**config.mk**
```make
export PLATFORM = sky130hd
export DESIGN_NAME = port_readback_selftest
export DESIGN_NICKNAME = d
export VERILOG_FILES = /design/src/readback_pkg.sv /design/src/port_readback_selftest.sv
export SDC_FILE = /design/constraint.sdc
export NUM_CORES = 1
export LEC_CHECK = 0
export BUFFER_PORTS_ARGS = -buffer_cell sky130_fd_sc_hd__buf_2
export CAP_MARGIN = 0
export CORE_UTILIZATION = 35
export DETAILED_ROUTE_END_ITERATION = 7
export HOLD_SLACK_MARGIN = 0.15
export PLACE_DENSITY = 0.65
export SETUP_SLACK_MARGIN = 0.5
export SYNTH_ARGS = -nofsm -noshare
export SYNTH_HDL_FRONTEND = slang
export SYNTH_SLANG_ARGS = --single-unit
export TNS_END_PERCENT = 1
```
**constraint.sdc**
```tcl
create_clock -name clock_i -period 7.6 [get_ports clock_i]
set_input_delay 2.28 -clock clock_i [delete_from_list [all_inputs] [get_ports clock_i]]
set_output_delay 2.28 -clock clock_i [all_outputs]
set_load 0.02 [all_outputs]
```
**src/readback_pkg.sv**
```systemverilog
// Package for the port read-back self-test block: register map, reset values and field types.
// Assumes a single 100 MHz system clock and a byte-wide register port.
package readback_pkg;
  localparam int          DATA_W        = 8;
  localparam int          ADDR_W        = 4;
  localparam logic [7:0]  UNLOCK_PATTERN = 8'hca;
  localparam logic [7:0]  KEY_RESET     = 8'h00;
  localparam logic [7:0]  PORT_RESET    = 8'hff;
  localparam logic [7:0]  ZERO_BYTE     = 8'h00;
  localparam logic [3:0]  ADDR_KEY      = 4'h0;
  localparam logic [3:0]  ADDR_A_DATA   = 4'h1;
  localparam logic [3:0]  ADDR_A_DIR    = 4'h2;
  localparam logic [3:0]  ADDR_B_DATA   = 4'h3;
  localparam logic [3:0]  ADDR_B_DIR    = 4'h4;
  localparam logic [3:0]  ADDR_A_FUNC   = 4'h5;
  localparam logic [3:0]  ADDR_B_FUNC   = 4'h6;
  localparam logic [3:0]  ADDR_A_WAKE   = 4'h7;
  localparam logic [3:0]  ADDR_ADC_SEL  = 4'h8;
  localparam logic [3:0]  ADDR_BITOP    = 4'h9;
  localparam logic [3:0]  ADDR_IRQ_STAT = 4'ha;
  localparam logic [3:0]  ADDR_IRQ_MASK = 4'hb;
  localparam logic [3:0]  ADDR_SLEEP    = 4'hc;
  // Bit operation word: [7] set(1)/clear(0), [6:4] bit index, [3:0] target register address.
  localparam int          BITOP_SET     = 7;
  localparam int          BITOP_IDX_HI  = 6;
  localparam int          BITOP_IDX_LO  = 4;
  localparam int          BITOP_ADR_HI  = 3;
  localparam int          IRQ_WAKE      = 0;

  typedef struct packed {
    logic [ADDR_W-1:0] addr;
    logic [DATA_W-1:0] wdata;
    logic              wr;
    logic              rd;
  } reg_req_t;

  typedef struct packed {
    logic [DATA_W-1:0] out_val;
    logic [DATA_W-1:0] out_en_b;
  } pin_drive_t;
endpackage

```
**src/port_readback_selftest.sv**
```systemverilog
// Two eight-bit ports with diagnostic read-back, analogue path control and Port A falling-edge wake-up.
// Assumes pins arrive asynchronously and the converter channel select is a register of this block.
`timescale 1ns/1ps
module port_readback_selftest #(
  parameter int PORT_W = 8
) (
  input  wire logic                           clock_i,
  input  wire logic                           rst_b_i,
  input  wire readback_pkg::reg_req_t         req_i,
  output logic [readback_pkg::DATA_W-1:0]     rdata_o,
  input  wire logic [PORT_W-1:0]              pin_a_i,
  input  wire logic [PORT_W-1:0]              pin_b_i,
  output readback_pkg::pin_drive_t            drive_a_o,
  output readback_pkg::pin_drive_t            drive_b_o,
  output logic [2*PORT_W-1:0]                 analog_input_channels_o,
  output logic                                readback_enable_flag_o,
  output logic                                wake_o,
  output logic                                irq_o
);
  import readback_pkg::*;

  logic [1:0]        rst_sync_ff;
  logic              rst_n;
  logic [PORT_W-1:0] a_s1_ff;
  logic [PORT_W-1:0] a_s2_ff;
  logic [PORT_W-1:0] a_prev_ff;
  logic [PORT_W-1:0] b_s1_ff;
  logic [PORT_W-1:0] b_s2_ff;
  logic [7:0]        key_ff;
  logic [7:0]        a_data_ff;
  logic [7:0]        a_dir_ff;
  logic [7:0]        b_data_ff;
  logic [7:0]        b_dir_ff;
  logic [7:0]        a_func_ff;
  logic [7:0]        b_func_ff;
  logic [7:0]        a_wake_ff;
  logic [7:0]        irq_stat_ff;
  logic [7:0]        irq_mask_ff;
  logic [3:0]        adc_sel_ff;
  logic              sleep_ff;
  logic              wake_ff;
  logic [7:0]        rdata_ff;
  logic [7:0]        nxt_rdata;
  logic [7:0]        rd_view;
  logic [7:0]        bop_old;

  // Reset is released through two flops so its removal is clean against the clock.
  always_ff @(posedge clock_i or negedge rst_b_i) begin
    if (!rst_b_i) rst_sync_ff <= 2'b00;
    else          rst_sync_ff <= {rst_sync_ff[0], 1'b1};
  end
  assign rst_n = rst_sync_ff[1];

  always_ff @(posedge clock_i or negedge rst_n) begin
    if (!rst_n) begin
      a_s1_ff   <= '0;
      a_s2_ff   <= '0;
      a_prev_ff <= '0;
      b_s1_ff   <= '0;
      b_s2_ff   <= '0;
    end else begin
      a_s1_ff   <= pin_a_i;
      a_s2_ff   <= a_s1_ff;
      a_prev_ff <= a_s2_ff;
      b_s1_ff   <= pin_b_i;
      b_s2_ff   <= b_s1_ff;
    end
  end

  wire        readback_on = (key_ff == UNLOCK_PATTERN);
  wire        wr_key   = req_i.wr && (req_i.addr == ADDR_KEY);
  wire        wr_adata = req_i.wr && (req_i.addr == ADDR_A_DATA);
  wire        wr_adir  = req_i.wr && (req_i.addr == ADDR_A_DIR);
  wire        wr_bdata = req_i.wr && (req_i.addr == ADDR_B_DATA);
  wire        wr_bdir  = req_i.wr && (req_i.addr == ADDR_B_DIR);
  wire        wr_afunc = req_i.wr && (req_i.addr == ADDR_A_FUNC);
  wire        wr_bfunc = req_i.wr && (req_i.addr == ADDR_B_FUNC);
  wire        wr_awake = req_i.wr && (req_i.addr == ADDR_A_WAKE);
  wire        wr_adc   = req_i.wr && (req_i.addr == ADDR_ADC_SEL);
  wire        wr_bitop = req_i.wr && (req_i.addr == ADDR_BITOP);
  wire        wr_mask  = req_i.wr && (req_i.addr == ADDR_IRQ_MASK);
  wire        wr_sleep = req_i.wr && (req_i.addr == ADDR_SLEEP);
  wire        rd_stat  = req_i.rd && (req_i.addr == ADDR_IRQ_STAT);

  // Bit operations reuse the normal read path, so a set on a data register writes back the pin view.
  wire [3:0]  bop_addr = req_i.wdata[BITOP_ADR_HI:0];
  wire [2:0]  bop_idx  = req_i.wdata[BITOP_IDX_HI:BITOP_IDX_LO];
  wire        bop_set  = req_i.wdata[BITOP_SET];
  wire [7:0]  bop_mask = 8'h01 << bop_idx;

  // Port reads: a function bit of one marks the pin as analogue, which reads 0 in normal mode.
  wire [7:0]  a_view;
  wire [7:0]  b_view;
  assign a_view = readback_on ? a_s2_ff :
                  (~a_func_ff & ((a_dir_ff & a_s2_ff) | (~a_dir_ff & a_data_ff)));
  assign b_view = readback_on ? b_s2_ff :
                  (~b_func_ff & ((b_dir_ff & b_s2_ff) | (~b_dir_ff & b_data_ff)));

  function automatic logic [7:0] reg_view(input logic [3:0] adr, input logic [7:0] av, input logic [7:0] bv);
    case (adr)
      ADDR_KEY:      reg_view = key_ff;
      ADDR_A_DATA:   reg_view = av;
      ADDR_A_DIR:    reg_view = a_dir_ff;
      ADDR_B_DATA:   reg_view = bv;
      ADDR_B_DIR:    reg_view = b_dir_ff;
      ADDR_A_FUNC:   reg_view = a_func_ff;
      ADDR_B_FUNC:   reg_view = b_func_ff;
      ADDR_A_WAKE:   reg_view = a_wake_ff;
      ADDR_ADC_SEL:  reg_view = {4'h0, adc_sel_ff};
      ADDR_IRQ_STAT: reg_view = irq_stat_ff;
      ADDR_IRQ_MASK: reg_view = irq_mask_ff;
      ADDR_SLEEP:    reg_view = {7'h00, sleep_ff};
      default:       reg_view = ZERO_BYTE;
    endcase
  endfunction

  // The function reads registers that are not its arguments, so it lives in a process that tracks them.
  always_comb begin
    bop_old = reg_view(bop_addr, a_view, b_view);
  end
  wire [7:0]  bop_new = bop_set ? (bop_old | bop_mask) : (bop_old & ~bop_mask);
  wire        bop_hit_adata = wr_bitop && (bop_addr == ADDR_A_DATA);
  wire        bop_hit_adir  = wr_bitop && (bop_addr == ADDR_A_DIR);
  wire        bop_hit_bdata = wr_bitop && (bop_addr == ADDR_B_DATA);
  wire        bop_hit_bdir  = wr_bitop && (bop_addr == ADDR_B_DIR);

  wire [7:0]  a_fall   = a_prev_ff & ~a_s2_ff & a_wake_ff;
  wire        wake_evt = sleep_ff && (a_fall != ZERO_BYTE);
  wire [7:0]  evt_vec  = {7'h00, wake_evt};
  wire [7:0]  nxt_stat = (rd_stat ? ZERO_BYTE : irq_stat_ff) | evt_vec;

  always_ff @(posedge clock_i or negedge rst_n) begin
    if (!rst_n) begin
      key_ff    <= KEY_RESET;
      a_data_ff <= PORT_RESET;
      a_dir_ff  <= PORT_RESET;
      b_data_ff <= PORT_RESET;
      b_dir_ff  <= PORT_RESET;
      a_func_ff <= ZERO_BYTE;
      b_func_ff <= ZERO_BYTE;
      a_wake_ff <= ZERO_BYTE;
      adc_sel_ff <= '0;
      irq_mask_ff <= ZERO_BYTE;
      irq_stat_ff <= ZERO_BYTE;
      sleep_ff  <= 1'b0;
      wake_ff   <= 1'b0;
      rdata_ff  <= ZERO_BYTE;
    end else begin
      if (wr_key)   key_ff    <= req_i.wdata;
      if (wr_adata) a_data_ff <= req_i.wdata;
      else if (bop_hit_adata) a_data_ff <= bop_new;
      if (wr_adir)  a_dir_ff  <= req_i.wdata;
      else if (bop_hit_adir) a_dir_ff <= bop_new;
      if (wr_bdata) b_data_ff <= req_i.wdata;
      else if (bop_hit_bdata) b_data_ff <= bop_new;
      if (wr_bdir)  b_dir_ff  <= req_i.wdata;
      else if (bop_hit_bdir) b_dir_ff <= bop_new;
      if (wr_afunc) a_func_ff <= req_i.wdata;
      if (wr_bfunc) b_func_ff <= req_i.wdata;
      if (wr_awake) a_wake_ff <= req_i.wdata;
      if (wr_adc)   adc_sel_ff <= req_i.wdata[3:0];
      if (wr_mask)  irq_mask_ff <= req_i.wdata;
      // A wake ends sleep; a wake in the same cycle as a sleep write wins.
      if (wake_evt) sleep_ff <= 1'b0;
      else if (wr_sleep) sleep_ff <= req_i.wdata[0];
      wake_ff   <= wake_evt;
      irq_stat_ff <= nxt_stat;
      rdata_ff  <= nxt_rdata;
    end
  end

  // Read data is latched only for a read, so the port shows zero in every other cycle.
  always_comb begin
    rd_view = reg_view(req_i.addr, a_view, b_view);
  end
  assign nxt_rdata = req_i.rd ? rd_view : ZERO_BYTE;
  assign rdata_o   = rdata_ff;

  // Only digital functions drive; an analogue pin releases its driver.
  assign drive_a_o.out_val  = a_data_ff;
  assign drive_a_o.out_en_b = a_dir_ff | a_func_ff;
  assign drive_b_o.out_val  = b_data_ff;
  assign drive_b_o.out_en_b = b_dir_ff | b_func_ff;

  // The converter channel map is port A bits 0..7 then port B bits 0..7.
  wire [15:0] func_all = {b_func_ff, a_func_ff};
  genvar g;
  generate
    for (g = 0; g < 2*PORT_W; g++) begin : g_chan
      wire chan_sel = (adc_sel_ff == 4'(g));
      assign analog_input_channels_o[g] = chan_sel && (func_all[g] || readback_on);
    end
  endgenerate

  assign readback_enable_flag_o = readback_on;
  assign wake_o = wake_ff;
  assign irq_o  = (irq_stat_ff & irq_mask_ff) != ZERO_BYTE;

  // Flag checks compare against the written byte, so a broken pattern compare cannot hide.
  a_flag_set: assert property (@(posedge clock_i) disable iff (!rst_n)
    (wr_key && req_i.wdata == UNLOCK_PATTERN) |=> readback_enable_flag_o)
    else $error("flag not raised by pattern");
  a_flag_clear: assert property (@(posedge clock_i) disable iff (!rst_n)
    (wr_key && req_i.wdata != UNLOCK_PATTERN) |=> !readback_enable_flag_o)
    else $error("flag not cleared by other key");
  a_flag_hold: assert property (@(posedge clock_i) disable iff (!rst_n)
    !wr_key |=> $stable(readback_enable_flag_o))
    else $error("flag moved without key write");

  // Port reads.
  a_readback_pins: assert property (@(posedge clock_i) disable iff (!rst_n)
    (req_i.rd && req_i.addr == ADDR_A_DATA && readback_on) |=> rdata_o == $past(a_s2_ff))
    else $error("read-back read not pin level");
  a_readback_port_b: assert property (@(posedge clock_i) disable iff (!rst_n)
    (req_i.rd && req_i.addr == ADDR_B_DATA && readback_on) |=> rdata_o == $past(b_s2_ff))
    else $error("read-back read not pin level on b");
  a_latch_read: assert property (@(posedge clock_i) disable iff (!rst_n)
    (req_i.rd && req_i.addr == ADDR_A_DATA && !readback_on && a_func_ff == ZERO_BYTE && a_dir_ff == ZERO_BYTE)
    |=> rdata_o == $past(a_data_ff))
    else $error("output read not latch");
  a_analog_reads_zero: assert property (@(posedge clock_i) disable iff (!rst_n)
    (req_i.rd && req_i.addr == ADDR_A_DATA && !readback_on) |=> (rdata_o & $past(a_func_ff)) == ZERO_BYTE)
    else $error("analogue pin read not zero");
  a_unmapped_read: assert property (@(posedge clock_i) disable iff (!rst_n)
    (req_i.rd && req_i.addr > ADDR_SLEEP) |=> rdata_o == ZERO_BYTE)
    else $error("unmapped read not zero");
  a_rdata_idle: assert property (@(posedge clock_i) disable iff (!rst_n)
    !req_i.rd |=> rdata_o == ZERO_BYTE)
    else $error("read data without read");

  // Analogue path switches.
  a_analog_off: assert property (@(posedge clock_i) disable iff (!rst_n)
    !readback_on |-> (analog_input_channels_o & ~func_all) == 16'h0000)
    else $error("path on unselected");
  a_analog_norm: assert property (@(posedge clock_i) disable iff (!rst_n)
    (!readback_on && func_all[adc_sel_ff]) |-> analog_input_channels_o[adc_sel_ff])
    else $error("selected path off");
  a_analog_force: assert property (@(posedge clock_i) disable iff (!rst_n)
    readback_on |-> analog_input_channels_o == (16'h0001 << adc_sel_ff))
    else $error("forced path wrong");

  // Reset defaults, direction, latch hold and key echo.
  a_reset_high: assert property (@(posedge clock_i)
    $rose(rst_n) |-> a_data_ff == PORT_RESET && a_dir_ff == PORT_RESET && b_data_ff == PORT_RESET &&
    b_dir_ff == PORT_RESET && key_ff == KEY_RESET)
    else $error("reset values wrong");
  a_dir_input: assert property (@(posedge clock_i) disable iff (!rst_n)
    (drive_a_o.out_en_b & ~a_dir_ff & ~a_func_ff) == ZERO_BYTE && (a_dir_ff & ~drive_a_o.out_en_b) == ZERO_BYTE)
    else $error("direction not honoured");
  a_dir_input_b: assert property (@(posedge clock_i) disable iff (!rst_n)
    (drive_b_o.out_en_b & ~b_dir_ff & ~b_func_ff) == ZERO_BYTE && (b_dir_ff & ~drive_b_o.out_en_b) == ZERO_BYTE)
    else $error("direction not honoured on b");
  a_latch_hold: assert property (@(posedge clock_i) disable iff (!rst_n)
    (!wr_adata && !bop_hit_adata) |=> $stable(drive_a_o.out_val))
    else $error("latch moved without write");
  a_key_echo: assert property (@(posedge clock_i) disable iff (!rst_n)
    wr_key ##1 !wr_key ##1 (req_i.rd && req_i.addr == ADDR_KEY) |=> rdata_o == $past(req_i.wdata, 3))
    else $error("key not read back");

  a_bitop_clear: assert property (@(posedge clock_i) disable iff (!rst_n)
    (bop_hit_bdir && !req_i.wdata[BITOP_SET])
    |=> b_dir_ff == ($past(b_dir_ff) & ~(8'h01 << $past(req_i.wdata[BITOP_IDX_HI:BITOP_IDX_LO]))))
    else $error("bit clear lost");
  a_bitop_set: assert property (@(posedge clock_i) disable iff (!rst_n)
    (bop_hit_bdata && req_i.wdata[BITOP_SET]) |=> b_data_ff[$past(req_i.wdata[BITOP_IDX_HI:BITOP_IDX_LO])])
    else $error("bit set lost");

  // Wake-up and its sticky status bit.
  a_wake_fall: assert property (@(posedge clock_i) disable iff (!rst_n)
    (sleep_ff && (a_prev_ff & ~a_s2_ff & a_wake_ff) != ZERO_BYTE) |=> wake_o && !sleep_ff)
    else $error("missed wake");
  a_wake_status: assert property (@(posedge clock_i) disable iff (!rst_n)
    wake_o |-> irq_stat_ff[IRQ_WAKE])
    else $error("wake not recorded");
  a_wake_asleep: assert property (@(posedge clock_i) disable iff (!rst_n)
    !sleep_ff |=> !wake_o)
    else $error("wake while awake");
  a_stat_sticky: assert property (@(posedge clock_i) disable iff (!rst_n)
    (irq_stat_ff[IRQ_WAKE] && !rd_stat) |=> irq_stat_ff[IRQ_WAKE])
    else $error("status bit lost");
  a_stat_clear: assert property (@(posedge clock_i) disable iff (!rst_n)
    (rd_stat && !wake_evt) |=> !irq_stat_ff[IRQ_WAKE])
    else $error("status not cleared by read");
  a_irq_level: assert property (@(posedge clock_i) disable iff (!rst_n)
    (irq_stat_ff[IRQ_WAKE] && irq_mask_ff[IRQ_WAKE]) |-> irq_o)
    else $error("interrupt not raised");

  c_readback_on: cover property (@(posedge clock_i) disable iff (!rst_n) $rose(readback_on));
  c_key_wrong: cover property (@(posedge clock_i) disable iff (!rst_n) wr_key && req_i.wdata != UNLOCK_PATTERN);
  c_wake: cover property (@(posedge clock_i) disable iff (!rst_n) wake_o);
  c_bitop: cover property (@(posedge clock_i) disable iff (!rst_n) bop_hit_bdata);
  c_irq: cover property (@(posedge clock_i) disable iff (!rst_n) irq_o);
endmodule

```
---- After elaboration in Yosys (flattened, before gate mapping) ----
Index checks and enable logic that the tools add are counted.
storage, ports and cells
  output and inout port bits .............. 59
  register bits ........................... 136
operators by class
  muxes and demuxes ....................... 17
  bitwise logic cells ..................... 22
  shift-type cells ........................ 1
  reduce and logical (&&, ||, !) cells .... 60
  eq/ne operators ......................... 39
operators by type and width
  operator             number
  $pmux 8 s12          2
  $mux 8               13
  $and 8x8->8          10
  $eq 4x4->1 const B   17
  $eq 4x3->1 const B   12
  $not 8->8            6
  $or 8x8->8           5
  $logic_and 1x1->1    34
  $eq 4x2->1 const B   6
  $logic_or 1x1->1     16
  $reduce_bool 8->1    2
  $eq 4x1->1 const B   3
  $logic_not 4->1      3
  $reduce_bool 2->1    5
  $eq 8x8->1 const B   1
  $or 8x1->8           1
  $shl 1x3->8 const A  1
  $mux 1               2

---- Depth between registers and ports, before layout ----
Gate-level depths: netlist of run 1.
  depth after elaboration ................. 10
  mapped depth ............................ 8
  gate-level depth less buffers ........... 6

---- Worst setup path after synthesis of run 1 ----
Ideal clock, no wire load.
  path type ............................... reg2out
  start point ............................. register key_ff[2]
  end point ............................... output port analog_input_channels_o[12]
  arrival ................................. 2.123 ns
  stages on the path, launching flop included .. 9
  data required time ...................... 5.320 ns
  path buffers ............................ 3
  setup slack ............................. 3.197 ns
  cell sequence ........................... dfrtp_1 > and4bb_1 > buf_4 > nand2_4 > inv_2 > buf_2 > buf_2 > nor2_1 > nor4_1
on the way
  cells in the longest elaborated chain, start to end .. 3
ends and longest elaborated chain
  item                        line                           text
  start: declaration          port_readback_selftest.sv:29   logic [7:0] key_ff;
  start signal: assignment    port_readback_selftest.sv:149  if (wr_key) key_ff <= req_i.wdata;
  $eq 8x8->1                  port_readback_selftest.sv:70   wire readback_on = (key_ff == UNLOCK_PATTERN);
  net readback_enable_flag_o  port_readback_selftest.sv:16   output logic readback_enable_flag_o,
  $logic_or 1x1->1            port_readback_selftest.sv:191  assign analog_input_channels_o[g] = chan_sel && (func_all[g] || readback_on);
  $logic_and 1x1->1           port_readback_selftest.sv:191
  end: declaration            port_readback_selftest.sv:15   output logic [2*PORT_W-1:0] analog_input_channels_o,
The timed path passes the listed nets, and every way through them passes these cells.

---- Worst setup path after layout of run 1 ----
  start point ............................. register key_ff[5]
  end point ............................... output port analog_input_channels_o[12]
on the way
  cells in the longest elaborated chain, start to end .. 3
ends and longest elaborated chain
  item               line
  $eq 8x8->1         port_readback_selftest.sv:70
  $logic_or 1x1->1   port_readback_selftest.sv:191
  $logic_and 1x1->1  port_readback_selftest.sv:191
No other way between the ends.

==> results of run 1 <==
==> cells in the final DEF, fill, tap and decap left out, types with 5 or more instances in the layout <==
cell / n
sky130_fd_sc_hd__a31oi_1: 14
sky130_fd_sc_hd__or2_2: 15
sky130_fd_sc_hd__mux2_2: 48
sky130_fd_sc_hd__nand2b_1: 7
sky130_fd_sc_hd__a22oi_1: 44
sky130_fd_sc_hd__nor3b_1: 6
sky130_fd_sc_hd__dfrtp_1: 96
sky130_fd_sc_hd__o211a_1: 7
sky130_fd_sc_hd__inv_1: 16
sky130_fd_sc_hd__mux2i_1: 10
sky130_fd_sc_hd__nand4_1: 10
sky130_fd_sc_hd__inv_6: 6
sky130_fd_sc_hd__nand3b_1: 11
sky130_fd_sc_hd__nor3_1: 14
sky130_fd_sc_hd__dfstp_2: 32
sky130_fd_sc_hd__nor2_1: 33
sky130_fd_sc_hd__clkbuf_16: 17
sky130_fd_sc_hd__and2_1: 7
sky130_fd_sc_hd__a21oi_1: 17
sky130_fd_sc_hd__o21ai_0: 50
sky130_fd_sc_hd__o22ai_1: 5
sky130_fd_sc_hd__o31ai_1: 15
sky130_fd_sc_hd__nor2b_1: 28
sky130_fd_sc_hd__and3_1: 15
sky130_fd_sc_hd__a32oi_1: 14
sky130_fd_sc_hd__nand3_1: 16
sky130_fd_sc_hd__nand2_1: 56
sky130_fd_sc_hd__o21ai_1: 9
sky130_fd_sc_hd__buf_2: 90
sky130_fd_sc_hd__o211ai_1: 11
==> critical path, delay by kind of cell, from the launching register on <==
family,cells,cell delay (ns)
simple gates,4,1.49
flops,1,0.50
buf+inv,2,0.74
==> through the flow <==
step / power, W / cell area [µm²] / utilization [%] / instances
after detailed placement: 0.001560 / 8048 / 38.40 / 1066
after global placement: 0.001560 / 8048 / 38.40 / 1066
after floorplan: 0.001323 / 7463 / - / 750
after CTS: 0.002371 / 8622 / 41.15 / 1098
after global routing: 0.002468 / 8622 / 41.15 / 1098
final: 0.002375 / 8622 / 41.15 / 1098
==> kinds of logic (layout without fill, tap and decap cells) <==
| logic type | after synthesis | in the layout |
|---|---|---|
| AO/OA/AOI/OAI | 240 | 240 |
| buffers and inverters | 69 | 142 |
| flip-flops | 129 | 129 |
| multiplexers | 60 | 60 |
| other | 1 | 1 |
| AND/OR/NAND/NOR | 251 | 251 |
==> worst paths after layout <==
check / startpoint / endpoint / slack [ns] / cells after the start
worst max register to register: key_ff[5]$_DFFE_PN0P_ / b_dir_ff[2]$_DFFE_PN1P_ / 4.41 / 6
worst max-delay path: key_ff[5]$_DFFE_PN0P_ / analog_input_channels_o[12] / 2.15 / 6
worst min register to register: b_s1_ff[4]$_DFF_PN0_ / b_s2_ff[4]$_DFF_PN0_ / 0.35 / 0
min in group asynchronous: rst_sync_ff[1]$_DFF_PN0_ / a_s2_ff[1]$_DFF_PN0_ / 0.36 / 0
max in group asynchronous: rst_sync_ff[1]$_DFF_PN0_ / b_s2_ff[7]$_DFF_PN0_ / 5.79 / 1
worst min-delay path: b_s1_ff[4]$_DFF_PN0_ / b_s2_ff[4]$_DFF_PN0_ / 0.35 / 0
==> where the power goes <==
part           switching (W)  internal (W)  total [W]
combinational       0.000320      0.000221   0.000541
clock               0.000353      0.000459   0.000812
sequential          0.000195      0.000827    0.00102
==> per-layer routing <==
| metal | GRT usage [%] | wire, µm | vias to the layer above |
|---|---|---|---|
| met3 | 5.802 | 2627 | 81 |
| met1 | 35.63 | 11630 | 3431 |
| met4 | 13.04 | 1243 | 0 |
| li1 | - | - | 2991 |
| met2 | 41.50 | 13150 | 485 |
| met5 | 0 | 0 | - |
==> final cells by class <==
class / instances / area, µm² / area share [%]
Clock buffer: 17 / 425.4 / 4.934
Clock inverter: 15 / 148.9 / 1.727
Inverter: 17 / 63.81 / 0.7401
Timing Repair Buffer: 93 / 473.0 / 5.485
Sequential cell: 129 / 3272 / 37.95
Tap cell: 275 / 344.1 / 3.991
Multi-Input combinational cell: 552 / 3895 / 45.17
==> impl_summary.txt, run 1 <==
----------------------------------------------------
[Worst setup path]
  Element type at the critical path end ... output port
  Worst Path Arrival ... 3.17 ns
  Maximum cell stage delay along the critical path ... 0.96 ns
  Cell with the biggest individual delay on the critical path ... sky130_fd_sc_hd__and4bb_1
  Cell chain of the critical path ... and4bb_1 -> nand2_4 -> inv_2 -> nor2_1 -> nor4_1 -> buf_2
  Endpoint required time on the critical path ... 5.32 ns
  Worst setup SP type ... flop
  Start-to-end type of the worst setup path ... flop to output port
  Crit Path Max Fanout ... 27

[Detailed routing]
  Residual DRC count ... 0
  Post-route ant nets ... 0
  Final routed wirelength across all metal layers ... 28.65 mm
  Average wire length per cell after detail routing ... 26.09 µm
  Vias per std cell ... 6.364
  Total vias in the final route ... 6,988
  1st-iter DRT viols ... 988
  Iteration count of the initial detailed-routing pass ... 5

[Global routing]
  Total global routing overflow ... 0
  Antenna violations before repair ... 0
  Maximum number of pins on one net before global-route repair ... 76
  Total routing usage reported by global routing ... 26.88%
  Vias in the first global route ... 6,713
  Wire length of the first global-routing pass ... 42.96 mm

[Timing]
  Final Hold Viols ... 0
  Worst Slack Setup Final ... 2.149 ns
  Period utilisation layout ... 71.72%
  Accumulated negative setup slack ... 0 ns
  Final Setup Violations ... 0
  Pins Over Slew Limit ... 0
  Clock skew after layout ... 0.01040 ns
  Post-layout minimum cycle time ... 5.451 ns
  Worst-case headroom to the max-slew limit ... 21.90%
  Final worst hold slack ... 0.3471 ns
  Highest Clock Rate ... 0.1835 GHz
  Transition at the pin with the smallest max-transition slack ... 1.163 ns
  RSZ-0062 raised after global routing ... no

[Yosys]
  Sequential share of the synthesized area ... 43.79%
  Area share of and/or/nand/nor cells after synthesis ... 19.51%
  Warning count from the yosys run ... 0
  #FFs+latches synth ... 129
  Fraction of synthesized cell area taken by the top area cell type ... 32.52%
  Multiplexer area fraction after synthesis ... 9.036%
  Distinct cells, synth ... 82
  Main combinational cell family by area after synthesis ... compound AO/OA/AOI/OAI gates
  Post-Synth Adder-Cell Area ... 0%
  Top cell types by occurrence after synthesis ... sky130_fd_sc_hd__dfrtp_1, sky130_fd_sc_hd__nand2_1, sky130_fd_sc_hd__o21ai_0, sky130_fd_sc_hd__mux2_2, sky130_fd_sc_hd__a22oi_1
  Biggest area contributors in the synthesized netlist ... sky130_fd_sc_hd__dfrtp_1, sky130_fd_sc_hd__dfstp_2, sky130_fd_sc_hd__mux2_2
  Compound-gate portion of the synthesized area ... 23.59%
  Area of the mapped netlist ... 7463 µm²
  Most common cell in the synthesized netlist ... sky130_fd_sc_hd__dfrtp_1
  Most used flip-flop cell after synthesis ... sky130_fd_sc_hd__dfrtp_1
  Parity-gate share of the synthesized area counting xor and xnor cells ... 0%
  Nets in the synthesized netlist ... 782
  Gate count of the mapped netlist ... 750
  Post-synth EDFFs ... 0
  Proportion of synthesized flip-flops having asynchronous set or reset ... 100.0%
  Mean Syn Cell Area ... 9.951 µm²
  Cell taking the most area after synthesis ... sky130_fd_sc_hd__dfrtp_1

[CTS]
  Setup Buffers After CTS ... 0
  Gates resized, CTS repair ... 0
  Maximum level of the CTS H-tree ... 4
  Clock tree from TritonCTS ... yes
  Clock latency on the worst-skew pair ... 0.44 ns
  Maximum root-to-sink buffer count ... 2
  Cell at the root of the clock tree ... sky130_fd_sc_hd__clkbuf_16
  Register clock-pin slew on the reported worst setup and hold paths ... 0.07 ns
  Number of sinks on the clock net ... 129
  Hold buffers post-CTS ... 0
  Number of buffers inserted during clock tree synthesis ... 17

[Floorplan]
  Total die area ... 21,910 µm²
  Std-Cell Rows ... 53
  Core footprint ... 20,960 µm²
  Initial cell density of the core ... 35.62%
  Die Height ... 148.0 µm
  Top-level I/O count ... 91
  DIE WIDTH ... 148.0 µm

[Flow run]
  Max-capacitance violation count ... 0

[Power]
  Power per cell area ... 275.4 nW/µm²
  Maximum vdd ir drop ... 0.0001590 V
  Leak Pwr ... 3.637 nW

[Finish]
  Layout cell share with drive strength beyond 1 ... 29.65%
  Total Nets Final ... 842
  Number of antenna diodes ... 0
  Layout fillers ... 2,089
  Area delta synth->final ... 15.52%

[Placed design]
  HPWL after detailed placement ... 20.42 mm
  Post-Place Worst Slack ... 2.722 ns
  Port-buffer cells ... 90
  Final weighted congestion of routability-driven global placement ... 0.9415

[Status]
  Result of the run ... complete, no violations

[Min path]
  Class of the tightest hold or removal check ... flop to flop

----------------------------------------------------
Power figures use the tool's default switching activity.
==> inputs of run 2 (changes only) <==
clock period = 5.48 ns   (was 7.6 ns; I/O delays follow)
==> run 2 against run 1 <==
  * Design area rose by 0.36%
  * Critical endpoint unchanged
  * Critical path depth did not move
  * Critical path type unchanged
  * Combinational power rose by 39%
  * Register-to-register slack got worse by 2.2 ns
  * Clock power rose by 43%
  * Global-route usage rose by 0.57 points
  * Non-clock buffer count rose by 3
  * Sequential cell count did not move
  * Total power rose by 41%
  * Wire length rose by 2.8%
==> impl_summary.txt, run 2 (synthesized netlist as in run 1, its figures left out) <==
----------------------------------------------------
[Worst setup path]
  Worst setup SP type ... flop
  Worst Path Arrival ... 3.13 ns
  Element type at the critical path end ... output port
  Crit Path Max Fanout ... 27
  Cell chain of the critical path ... and4bb_1 -> nand2_4 -> inv_2 -> nor2_1 -> nor4_1 -> buf_2
  Cell with the biggest individual delay on the critical path ... sky130_fd_sc_hd__and4bb_1
  Start-to-end type of the worst setup path ... flop to output port
  Maximum cell stage delay along the critical path ... 0.96 ns
  Endpoint required time on the critical path ... 3.84 ns

[Global routing]
  Total routing usage reported by global routing ... 27.45%
  Total global routing overflow ... 0
  Wire length of the first global-routing pass ... 43.99 mm
  Maximum number of pins on one net before global-route repair ... 78
  Antenna violations before repair ... 0
  Vias in the first global route ... 6,739

[Placed design]
  Post-Place Worst Slack ... 1.271 ns
  HPWL after detailed placement ... 20.44 mm
  Final weighted congestion of routability-driven global placement ... 0.9517
  Port-buffer cells ... 90

[CTS]
  Number of sinks on the clock net ... 129
  Maximum root-to-sink buffer count ... 2
  Gates resized, CTS repair ... 0
  Number of buffers inserted during clock tree synthesis ... 17
  Hold buffers post-CTS ... 0
  Cell at the root of the clock tree ... sky130_fd_sc_hd__clkbuf_16
  Register clock-pin slew on the reported worst setup and hold paths ... 0.06 ns
  Clock latency on the worst-skew pair ... 0.43 ns
  Maximum level of the CTS H-tree ... 4
  Clock tree from TritonCTS ... yes
  Setup Buffers After CTS ... 0

[Detailed routing]
  Total vias in the final route ... 7,125
  Vias per std cell ... 6.471
  Post-route ant nets ... 0
  Final routed wirelength across all metal layers ... 29.46 mm
  Average wire length per cell after detail routing ... 26.76 µm
  Residual DRC count ... 0
  Iteration count of the initial detailed-routing pass ... 5
  1st-iter DRT viols ... 1,017

[Finish]
  Most frequent standard cell in the layout excluding fill and tap cells ... sky130_fd_sc_hd__dfrtp_1
  Commonest cells after routing, fill and taps aside ... sky130_fd_sc_hd__dfrtp_1, sky130_fd_sc_hd__buf_2, sky130_fd_sc_hd__nand2_1
  Layout cell share with drive strength beyond 1 ... 29.78%
  Number of antenna diodes ... 0
  Area delta synth->final ... 15.94%
  Total Nets Final ... 845

[Power]
  Total power after layout ... 0.003337 W
  Portion of total power attributed to combinational logic ... 22.5%
  Int Pwr ... 0.002130 W
  Power per cell area ... 385.6 nW/µm²
  Relative contribution of the clock network to total power ... 34.8%
  Maximum vdd ir drop ... 0.0002064 V
  Net switching share of the total power ... 36.18%
  Leak Pwr ... 3.654 nW
  Sequential group share of total power ... 42.7%
  Net switching power ... 0.001207 W

[Timing]
  Accumulated negative setup slack ... 0 ns
  Period utilisation layout ... 87.05%
  Worst Slack Setup Final ... 0.7094 ns
  Clock skew after layout ... 0.01141 ns
  Post-layout minimum cycle time ... 4.771 ns
  Transition at the pin with the smallest max-transition slack ... 1.165 ns
  Final Hold Viols ... 0
  Final Setup Violations ... 0
  Worst-case headroom to the max-slew limit ... 21.71%
  Highest Clock Rate ... 0.2096 GHz
  RSZ-0062 raised after global routing ... no
  Pins Over Slew Limit ... 0

[Floorplan]
  Top-level I/O count ... 91
  Core footprint ... 20,960 µm²
  Total die area ... 21,910 µm²
  Die Height ... 148.0 µm
  DIE WIDTH ... 148.0 µm
  Initial cell density of the core ... 35.62%
  Std-Cell Rows ... 53

[Status]
  Result of the run ... complete, no violations

[Flow run]
  Max-capacitance violation count ... 0

[Min path]
  Class of the tightest hold or removal check ... flop to flop

----------------------------------------------------
-- run 2: changes by cell type in the layout (fill, tap and decap cells not counted) --
cell                         before  now
sky130_fd_sc_hd__buf_4            3    6
sky130_fd_sc_hd__clkinv_4         4    2
sky130_fd_sc_hd__inv_8            1    0
sky130_fd_sc_hd__clkinv_2         1    2
sky130_fd_sc_hd__clkinvlp_4       2    3
sky130_fd_sc_hd__inv_6            6    5
sky130_fd_sc_hd__bufinv_16        1    2
sky130_fd_sc_hd__clkbuf_1         0    1
-- run 2: worst paths after layout --
path                                                from                           to  slack (ns)  cells after the start
worst max-delay path               key_ff[5]$_DFFE_PN0P_  analog_input_channels_o[12]        0.71                      6
min in group asynchronous       rst_sync_ff[1]$_DFF_PN0_         a_s1_ff[1]$_DFF_PN0_        0.50                      0
worst min register to register      a_s1_ff[7]$_DFF_PN0_         a_s2_ff[7]$_DFF_PN0_        0.34                      0
worst max register to register     key_ff[5]$_DFFE_PN0P_      b_dir_ff[3]$_DFFE_PN1P_        2.24                      6
worst min-delay path                a_s1_ff[7]$_DFF_PN0_         a_s2_ff[7]$_DFF_PN0_        0.34                      0
max in group asynchronous       rst_sync_ff[1]$_DFF_PN0_         b_s1_ff[7]$_DFF_PN0_        3.73                      1
-- run 2: cell type report --
class                   count  area, µm²
clock buffers              18      429.2
inverters                  17      63.81
flip-flops and latches    129       3272
multi-input cells         552       3895
clock inverters            14      153.9
well taps                 275      344.1
fillers                  2106      12300
repair buffers             96      495.5
-- run 2: per-stage QoR --
step	utilization [%]	hold slack, ns	cell area (µm²)	instances
6_report	41.29	0.3444	8653	1101
5_1_grt	41.29	0.3465	8653	1101
4_1_cts	41.29	0.3494	8653	1101
3_5_place_dp	38.51	0.3347	8070	1069
3_3_place_gp	38.51	0.3325	8070	1069
2_1_floorplan	-	0.3312	7463	750
-- run 2: per-layer routing --
layer	up-vias	global-route usage, %	part of all wire, %
met5	-	0	0
met4	0	13.71	4.9
met3	93	5.216	8.0
met2	435	41.88	46
met1	3616	37.11	41
li1	2981	-	-
-- run 2: worst max-delay path: cells and delay by family (launching register included) --
| kind | cells | cell delay [ns] |
|---|---|---|
| simple gates | 4 | 1.48 |
| flops | 1 | 0.47 |
| buf+inv | 2 | 0.73 |
-- run 2: power by group through the flow --
stage / combinational (W) / clock (W) / sequential [W]
after global placement: 0.000736 / 0 / 0.00143
after global routing: 0.000811 / 0.00121 / 0.00144
after detailed placement: 0.000739 / 0 / 0.00143
after CTS: 0.000744 / 0.00117 / 0.00141
final: 0.000752 / 0.00116 / 0.00142
after floorplan: 0.000506 / 0 / 0.00133
